File: config.mk
export PLATFORM = sky130hd
export DESIGN_NAME = spief_core
export DESIGN_NICKNAME = d
export VERILOG_FILES = /design/src/hw/spief_pkg.sv /design/src/hw/spief_core.sv
export SDC_FILE = /design/constraint.sdc
export NUM_CORES = 1
export LEC_CHECK = 0
export BUFFER_PORTS_ARGS = -buffer_cell sky130_fd_sc_hd__buf_2
export CAP_MARGIN = 30
export CORE_UTILIZATION = 40
export DETAILED_ROUTE_END_ITERATION = 7
export SYNTH_ARGS = -nofsm -noshare
export SYNTH_HDL_FRONTEND = slang
export SYNTH_SLANG_ARGS = --single-unit
File: constraint.sdc
create_clock -name clk -period 2.3 [get_ports clk]
set_input_delay 0.345 -clock clk [delete_from_list [all_inputs] [get_ports clk]]
set_output_delay 0.345 -clock clk [all_outputs]
set_load 0.02 [all_outputs]
File: src/hw/spief_pkg.sv
package spief_pkg;

    // register indices; byte address is four times the index
    localparam logic [7:0] IDX_DATA = 8'h31;
    localparam logic [7:0] IDX_CTRL = 8'h32;
    localparam logic [7:0] IDX_STAT = 8'h33;
    localparam logic [9:0] ADR_DATA = {IDX_DATA, 2'b00};
    localparam logic [9:0] ADR_CTRL = {IDX_CTRL, 2'b00};
    localparam logic [9:0] ADR_STAT = {IDX_STAT, 2'b00};

    // control register bit positions
    localparam int CTL_IE = 7;
    localparam int CTL_PE = 6;
    localparam int CTL_DIV2 = 5;
    localparam int CTL_MASTER_SELECT_BIT = 4;
    localparam int CTL_CPOL = 3;
    localparam int CTL_CPHA = 2;

    // status register bit positions
    localparam int STA_TDF = 7;
    localparam int STA_WRITE_COLLISION_FLAG = 6;
    localparam int STA_OVR = 5;
    localparam int STA_MODE_FAULT_FLAG = 4;
    localparam int STA_SOD = 2;
    localparam int STA_SSM = 1;
    localparam int STA_SSI = 0;

    // reset values
    localparam logic [7:0] CTRL_RST = 8'h00;
    localparam logic [7:0] STAT_RST = 8'h00;
    localparam logic [7:0] DATA_RST = 8'h00;

    // synchroniser lanes
    localparam int SY_SCK = 0;
    localparam int SY_MOSI = 1;
    localparam int SY_MISO = 2;
    localparam int SY_SS = 3;

    // master sck: half period in clk cycles minus one, per rate code
    localparam logic [5:0] HALF_DIV4 = 6'h01;
    localparam logic [5:0] HALF_DIV8 = 6'h03;
    localparam logic [5:0] HALF_DIV16 = 6'h07;
    localparam logic [5:0] HALF_DIV32 = 6'h0f;
    localparam logic [5:0] HALF_DIV64 = 6'h1f;
    localparam logic [5:0] HALF_DIV128 = 6'h3f;
    localparam logic [3:0] BITS_PER_BYTE = 4'h8;
    localparam logic [4:0] EDGES_PER_BYTE = 5'h10;

    // whole block state
    typedef struct packed {
        logic [7:0] ctrl;
        logic [7:0] stat;
        logic [7:0] shift;
        logic [7:0] rxbuf;
        logic [3:0] bitcnt;
        logic [4:0] edgecnt;
        logic [5:0] divcnt;
        logic busy;
        logic sck_out;
        logic seen_tdf;
        logic seen_mode_fault_flag;
        logic seen_write_collision_flag;
        logic [3:0] sync1;
        logic [3:0] sync2;
        logic sck_prev;
        logic halt_prev;
        logic halt_ok;
        logic ack;
        logic [7:0] rdata;
    } spief_state_t;

endpackage : spief_pkg

File: src/hw/spief_core.sv
// Overview of operation
// - master detects mode fault on select low
// - fault sets flag, may raise interrupt
// - fault clears port enable, outputs released
// - fault clears master select, unit becomes slave
// - fault flag cleared: status read, control write
// - while faulted, enable and master stay cleared
// - slave never sets fault flag
// - byte done with flag set gives overrun
// - overrun keeps first byte, drops later ones
// - status read clears overrun flag
// - data write while busy dropped, collision set
// - collision in both modes, never interrupts
// - receive buffer read, never the shifter
// - wait mode normal, events wake from wait
// - halt freezes registers and unit unless select low at entry
// - several bytes before halt wake give overrun
// - slave completion wakes device from halt
// - halt wake needs select low at entry
// - three events share one masked request
// - top control bit enables all interrupts
// - done flag cleared: status then data access
// - data writes ignored until status read or write
`timescale 1ns/1ps
`default_nettype none

module spief_core (
    // system
    input wire logic clk,
    input wire logic rst,
    // wishbone slave
    input wire logic wb_cyc_i,
    input wire logic wb_stb_i,
    input wire logic wb_we_i,
    input wire logic [9:0] wb_adr_i,
    input wire logic [3:0] wb_sel_i,
    input wire logic [31:0] wb_dat_i,
    output logic [31:0] wb_dat_o,
    output logic wb_ack_o,
    // spi pins
    input wire logic sck_i,
    output logic sck_o,
    output logic sck_oe,
    input wire logic mosi_i,
    output logic mosi_o,
    output logic mosi_oe,
    input wire logic miso_i,
    output logic miso_o,
    output logic miso_oe,
    input wire logic ss_n_i,
    // cpu power and interrupt
    input wire logic halt_mode,
    input wire logic cpu_irq_mask,
    output logic irq,
    output logic halt_wake
);

    spief_pkg::spief_state_t r;
    spief_pkg::spief_state_t n;

    logic req;
    logic acc_data;
    logic acc_ctrl;
    logic acc_stat;
    logic wr_lo;
    logic ss_int;
    logic pe;
    logic master_select_bit;
    logic events;
    logic [5:0] half;

    // one access per request; the ack cycle blocks a repeat
    assign req = wb_cyc_i && wb_stb_i && !r.ack;
    assign acc_data = req && (wb_adr_i == spief_pkg::ADR_DATA);
    assign acc_ctrl = req && (wb_adr_i == spief_pkg::ADR_CTRL);
    assign acc_stat = req && (wb_adr_i == spief_pkg::ADR_STAT);
    assign wr_lo = wb_we_i && wb_sel_i[0];

    // internal select from pin or from software level
    assign ss_int = r.stat[spief_pkg::STA_SSM] ? r.stat[spief_pkg::STA_SSI]
                                               : r.sync2[spief_pkg::SY_SS];
    assign pe = r.ctrl[spief_pkg::CTL_PE];
    assign master_select_bit = r.ctrl[spief_pkg::CTL_MASTER_SELECT_BIT];

    // collision flag deliberately left out of the request
    assign events = r.stat[spief_pkg::STA_TDF] | r.stat[spief_pkg::STA_MODE_FAULT_FLAG]
                  | r.stat[spief_pkg::STA_OVR];

    // shared request, also the wait-mode wake source
    assign irq = r.ctrl[spief_pkg::CTL_IE] && events && !cpu_irq_mask;

    // only completion exits halt, and only if selected at entry
    // halt_ok lags the halt level by one cycle, so gate with the live level
    assign halt_wake = r.ctrl[spief_pkg::CTL_IE] && r.stat[spief_pkg::STA_TDF]
                     && !cpu_irq_mask && r.halt_ok && halt_mode;

    // every output released while the port is disabled
    assign sck_o = r.sck_out;
    assign sck_oe = pe && master_select_bit;
    assign mosi_o = r.shift[7];
    assign mosi_oe = pe && master_select_bit && !r.stat[spief_pkg::STA_SOD];
    assign miso_o = r.shift[7];
    assign miso_oe = pe && !master_select_bit && !ss_int && !r.stat[spief_pkg::STA_SOD];
    assign wb_ack_o = r.ack;
    assign wb_dat_o = {24'h000000, r.rdata};

    // master half period from the three rate bits
    always_comb
    begin
        case ({r.ctrl[spief_pkg::CTL_DIV2], r.ctrl[1:0]})
            3'b100: half = spief_pkg::HALF_DIV4;
            3'b000: half = spief_pkg::HALF_DIV8;
            3'b001: half = spief_pkg::HALF_DIV16;
            3'b110: half = spief_pkg::HALF_DIV32;
            3'b010: half = spief_pkg::HALF_DIV64;
            3'b011: half = spief_pkg::HALF_DIV128;
            default: half = spief_pkg::HALF_DIV8;
        endcase
    end

    // next state of the whole block
    always_comb
    begin
        logic sck_lvl;
        logic edge_seen;
        logic sample;
        logic in_bit;
        logic done;
        logic active;
        logic frozen;
        logic [7:0] rx;
        sck_lvl = 1'b0;
        edge_seen = 1'b0;
        sample = 1'b0;
        in_bit = 1'b0;
        done = 1'b0;
        active = 1'b0;
        frozen = halt_mode;
        rx = 8'h00;
        n = r;

        // two-stage synchronisers; stage one feeds only stage two
        n.sync1 = {ss_n_i, miso_i, mosi_i, sck_i};
        n.sync2 = r.sync1;
        n.sck_prev = r.sync2[spief_pkg::SY_SCK];
        n.halt_prev = halt_mode;

        // capture select level as halt is entered
        if (halt_mode && !r.halt_prev)
        begin
            n.halt_ok = !ss_int;
        end
        else if (!halt_mode)
        begin
            n.halt_ok = 1'b0;
        end

        // bus answer one cycle after the request, dropped next
        n.ack = req;

        // read data holds the value before any side effect
        if (req)
        begin
            if (acc_data)
            begin
                n.rdata = r.rxbuf;
            end
            else if (acc_ctrl)
            begin
                n.rdata = r.ctrl;
            end
            else if (acc_stat)
            begin
                n.rdata = r.stat;
            end
            else
            begin
                n.rdata = 8'h00;
            end
        end

        // master clock: toggles at the half period while busy
        if (pe && master_select_bit && r.busy && !frozen)
        begin
            if (r.divcnt == half)
            begin
                n.divcnt = 6'h00;
                n.sck_out = !r.sck_out;
                n.edgecnt = r.edgecnt + 5'h01;
                sample = (r.sck_out == (r.ctrl[spief_pkg::CTL_CPOL]
                          ^ r.ctrl[spief_pkg::CTL_CPHA]));
                if (r.edgecnt == spief_pkg::EDGES_PER_BYTE - 5'h01)
                begin
                    n.busy = 1'b0;
                    n.edgecnt = 5'h00;
                end
            end
            else
            begin
                n.divcnt = r.divcnt + 6'h01;
            end
            in_bit = r.sync2[spief_pkg::SY_MISO];
        end
        else if (pe && !master_select_bit)
        begin
            // slave: edges of the synchronised pin clock
            sck_lvl = r.sync2[spief_pkg::SY_SCK];
            edge_seen = (sck_lvl != r.sck_prev) && !ss_int
                        && (!frozen || r.halt_ok);
            sample = edge_seen && (sck_lvl == !(r.ctrl[spief_pkg::CTL_CPOL]
                     ^ r.ctrl[spief_pkg::CTL_CPHA]));
            in_bit = r.sync2[spief_pkg::SY_MOSI];
            if (ss_int)
            begin
                n.bitcnt = 4'h0;
            end
        end
        if (!master_select_bit || !pe)
        begin
            n.sck_out = r.ctrl[spief_pkg::CTL_CPOL];
        end

        // shift one bit on every sampling edge
        if (sample)
        begin
            rx = {r.shift[6:0], in_bit};
            n.shift = rx;
            n.bitcnt = r.bitcnt + 4'h1;
            if (r.bitcnt == spief_pkg::BITS_PER_BYTE - 4'h1)
            begin
                n.bitcnt = 4'h0;
                done = 1'b1;
            end
        end

        // byte complete: buffer it, or flag overrun and drop it
        if (done)
        begin
            if (r.stat[spief_pkg::STA_TDF])
            begin
                n.stat[spief_pkg::STA_OVR] = 1'b1;
            end
            else
            begin
                n.rxbuf = rx;
                n.stat[spief_pkg::STA_TDF] = 1'b1;
            end
        end

        // shifter in use; slave with phase 0 is busy while selected
        active = master_select_bit ? r.busy
                 : (r.bitcnt != 4'h0)
                   || (!ss_int && !r.ctrl[spief_pkg::CTL_CPHA] && pe);

        // bus side effects, refused while halted
        if (req && !frozen)
        begin
            if (acc_stat)
            begin
                if (r.stat[spief_pkg::STA_TDF])
                begin
                    n.seen_tdf = 1'b1;
                end
                if (!wb_we_i)
                begin
                    n.stat[spief_pkg::STA_OVR] = done && r.stat[spief_pkg::STA_TDF];
                    if (r.stat[spief_pkg::STA_MODE_FAULT_FLAG])
                    begin
                        n.seen_mode_fault_flag = 1'b1;
                    end
                    if (r.stat[spief_pkg::STA_WRITE_COLLISION_FLAG])
                    begin
                        n.seen_write_collision_flag = 1'b1;
                    end
                end
                else if (wb_sel_i[0])
                begin
                    n.stat[spief_pkg::STA_SOD] = wb_dat_i[spief_pkg::STA_SOD];
                    n.stat[spief_pkg::STA_SSM] = wb_dat_i[spief_pkg::STA_SSM];
                    n.stat[spief_pkg::STA_SSI] = wb_dat_i[spief_pkg::STA_SSI];
                end
            end
            if (acc_ctrl && wr_lo)
            begin
                n.ctrl = wb_dat_i[7:0];
                if (r.stat[spief_pkg::STA_MODE_FAULT_FLAG] && !r.seen_mode_fault_flag)
                begin
                    n.ctrl[spief_pkg::CTL_PE] = 1'b0;
                    n.ctrl[spief_pkg::CTL_MASTER_SELECT_BIT] = 1'b0;
                end
                else if (r.seen_mode_fault_flag)
                begin
                    n.stat[spief_pkg::STA_MODE_FAULT_FLAG] = 1'b0;
                    n.seen_mode_fault_flag = 1'b0;
                end
            end
            if (acc_data)
            begin
                // done flag clears on any data access after the status access, unless a byte completes in that cycle
                if (r.seen_tdf && !done)
                begin
                    n.stat[spief_pkg::STA_TDF] = 1'b0;
                    n.seen_tdf = 1'b0;
                end
                if (!wb_we_i && r.seen_write_collision_flag)
                begin
                    n.stat[spief_pkg::STA_WRITE_COLLISION_FLAG] = 1'b0;
                    n.seen_write_collision_flag = 1'b0;
                end
                if (wr_lo)
                begin
                    if (r.stat[spief_pkg::STA_TDF] && !r.seen_tdf)
                    begin
                        // inhibited until the status register is read or written
                        n.seen_tdf = 1'b0;
                    end
                    else if (active)
                    begin
                        n.stat[spief_pkg::STA_WRITE_COLLISION_FLAG] = 1'b1;
                        n.seen_write_collision_flag = 1'b0;
                    end
                    else if (!sample)
                    begin
                        n.shift = wb_dat_i[7:0];
                        n.bitcnt = 4'h0;
                        n.busy = pe && master_select_bit;
                        n.divcnt = 6'h00;
                        n.edgecnt = 5'h00;
                    end
                end
            end
        end

        // mode fault: master only, beats any control write
        if (pe && master_select_bit && !ss_int)
        begin
            n.stat[spief_pkg::STA_MODE_FAULT_FLAG] = 1'b1;
            n.ctrl[spief_pkg::CTL_PE] = 1'b0;
            n.ctrl[spief_pkg::CTL_MASTER_SELECT_BIT] = 1'b0;
            n.seen_mode_fault_flag = 1'b0;
            n.busy = 1'b0;
            n.bitcnt = 4'h0;
            n.edgecnt = 5'h00;
        end

        // freeze: registers hold apart from the wake path
        if (frozen && !r.halt_ok)
        begin
            n.ctrl = r.ctrl;
            n.stat = r.stat;
            n.shift = r.shift;
            n.rxbuf = r.rxbuf;
            n.bitcnt = r.bitcnt;
        end
    end

    // single state register, synchronous reset
    always_ff @(posedge clk)
    begin
        if (rst)
        begin
            r <= '{ctrl: spief_pkg::CTRL_RST, stat: spief_pkg::STAT_RST,
                   shift: spief_pkg::DATA_RST, rxbuf: spief_pkg::DATA_RST,
                   bitcnt: 4'h0, edgecnt: 5'h00, divcnt: 6'h00, busy: 1'b0,
                   sck_out: 1'b0, seen_tdf: 1'b0, seen_mode_fault_flag: 1'b0,
                   seen_write_collision_flag: 1'b0, sync1: 4'h8, sync2: 4'h8, sck_prev: 1'b0,
                   halt_prev: 1'b0, halt_ok: 1'b0, ack: 1'b0, rdata: 8'h00};
        end
        else
        begin
            r <= n;
        end
    end

endmodule : spief_core

`default_nettype wire

==> qor.txt <==
Final #Nets - 523
syn avg cell area - 8.480 um^2
measured slew at the worst slew-check pin - 0.5396 ns
unrepaired setup endpoints after global routing - no
GRT overflow - 0
number of vias per cell - 5.376
GRT met3 Usage - 3.829%
max_slew headroom - 63.75%
clock buffer depth - 2
Post-CTS Hold Fix Bufs - 0
Cell Chain, Critical Path - inv_1 -> ha_1 -> nor4b_1 -> o21ai_1 -> a211oi_2 -> buf_4 -> nor2b_1 -> a211oi_1 -> a211oi_1
mapped cell area - 0.003587 mm^2
cell family with most CP delay - compound AO/OA/AOI/OAI gates
die area - 0.009351 mm^2
Sink Count - 71
die height - 96.70 um
met2 Track Usage GR - 29.41%
Num CTS Buffers - 9
Top FF cell, synth - dfxtp_1
WP data arrival - 2.35 ns
number of core rows - 34
largest net degree at the start of global routing - 39
Max Fclk - 0.4699 GHz
IO Pins - 98
fin util - 46.79%
clock latency on the worst-skew pair - 0.35 ns
flops & latches, synth - 71
worst-case clock skew - 0.01377 ns
Final ANT Viol Nets - 0
Root Driver - clkbuf_8
WS Path Type - flop to flop
GR Util met1 - 26.18%
busiest grt layer - met2
min Tclk post-route - 2.128 ns
hpwl dp - 6.196 mm
DR iter-0 viols - 134
vias in the first global route - 2932
drt wl/cell - 15.01 um
Yosys cell types - 60
Ant. Diodes - 0
Seq/Total Area, Yosys - 39.62%
FILL cells - 854
EDFF count, synth - 0
crit share post-route - 92.53%
Synth-to-Final Area Change - 13.74%
most frequent cells in the layout - dfxtp_1 (71), buf_2 (46), nor2_1 (41)
Design Area, Final - 0.004080 mm^2
fin worst setup slack - 0.1718 ns
status - finished clean
GP Congestion - 0.8120
most common cell after layout, fill and taps aside - dfxtp_1
initial antenna violation count - 0
Worst VDD drop - 0.0003282 V
fraction of registers with async set/reset - 0%
GRT Total Usage - 18.93%
CTS HTree Levels - 3
leakage - 0.001597 uW
critical path's most frequent cell - a211oi_1
dpl cell area - 0.003816 mm^2
max-slew violations - 0
layout cells sized above 1 - 19.06%
Max Fanout on Critical Path - 9
type of origin of the critical path - flop
HP Class - input port to flop
CP Capture Type - flop
Residual DRC - 0
endpoints failing setup - 0
Slowest Stage Delay on Critical Path - 0.43 ns
Placement Setup Slack - -0.004868 ns
Pwr per Cell Area - 652.8 mW/mm^2
total negative slack - 0 ns
Pre-antenna DRT Iters - 4
Vias - 3091
routed wire length - 8.631 mm
Die Wd - 96.70 um
Cells after Synth - 423
Max-Cap Viols - 0
PortBufs - 46
number of synthesis warnings - 0
TritonCTS clock tree - done
clock slew at reported path FFs - 0.08 ns
final hold vios - 0
Crit path buffers/inverters - 2
initial core utilization - 41.13%
Crit path required time - 2.52 ns
final hold slack - 0.1752 ns
Core Box Area - 0.008721 mm^2
first-pass GRT wire length - 14.36 mm
Worst path slowest cell - a211oi_2
registers in the layout (all words and copies together), names as in the netlist:
name               cells
wb_ack_o               1
miso_o                 1
master_select_bit      1
wb_dat_o               8
n                      5
r                     53
sck_o                  1
pe                     1
power breakdown:
part / switching [uW] / leakage [uW] / internal [uW]
Sequential: 5.07 / 0.000575 / 1240
Clock: 492 / 0.000130 / 780
Combinational: 99.2 / 0.000893 / 45.7
Total: 596 / 0.00160 / 2070
path summary, 6_finish.rpt:
| kind | endpoint | from | slack [ns] | depth (start not counted) |
|---|---|---|---|---|
| setup reg to reg | r[48]$_SDFFE_PP0N_ | r[36]$_SDFFE_PP0N_ | 0.17 | 9 |
| hold reg to reg | r[15]$_SDFF_PP1_ | n[15]$_SDFF_PP1_ | 0.42 | 1 |
| setup / recovery | r[48]$_SDFFE_PP0N_ | r[36]$_SDFFE_PP0N_ | 0.17 | 9 |
| hold / removal | n[15]$_SDFF_PP1_ | ss_n_i | 0.18 | 2 |
synthesized netlist by cell type (all sizes together) (4+ instances only):
cell / count / area share, %
mux2i: 13 / 3.6
a21oi: 27 / 3.9
a221oi: 4 / 0.98
nand2: 40 / 4.2
nor2b: 14 / 2.4
a31oi: 4 / 0.87
a211oi: 15 / 3.3
nor2: 42 / 4.5
dfxtp: 71 / 40
ha: 4 / 1.4
nand3b: 4 / 0.94
buf: 46 / 8.9
nand2b: 10 / 1.7
clkbuf: 9 / 0.94
or3: 4 / 0.70
nand3: 13 / 1.8
inv: 9 / 0.94
xnor2: 5 / 1.2
xor2: 7 / 1.7
o21ai: 18 / 2.5
nor3: 9 / 1.6
nand4: 11 / 1.9
stage by stage:
step	power, uW	instances
finish	2663	575
global route	2732	575
CTS	2671	575
detailed placement	1419	559
global placement	1418	559
floorplan	1400	446
metal layers:
layer	part of all wire (%)	vias to the layer above
met5	0	-
li1	-	1522
met1	48	1455
met2	46	105
met4	1.3	0
met3	5.5	9
layout make-up:
type                       count  area (um^2)  share of cell area [%]
multi-input combinational    310         1871                   45.84
sequential                    71         1421                   34.84
timing repair buffer          60        360.3                   8.832
clock buffer                  11        151.4                   3.711
tap                          108        135.1                   3.312
clock inverter                 5        103.9                   2.545
inverter                      10        37.54                  0.9200
kinds of logic after synthesis:
| logic type | count (synthesis) | share of synthesized area (%) |
|---|---|---|
| mux | 14 | 3.941 |
| xor+xnor | 12 | 2.930 |
| buf+inv | 65 | 10.88 |
| flops | 71 | 39.62 |
| compound gates | 92 | 17.40 |
| fa+ha+maj | 4 | 1.395 |
| simple gates | 164 | 23.72 |
| other cells | 1 | 0.1045 |
timing repair:
item,4_1_cts,5_1_grt
setup buffers,0,0
resized for setup,0,1
setup endpoints to repair,0,1
(Power assumes the default switching activity.)
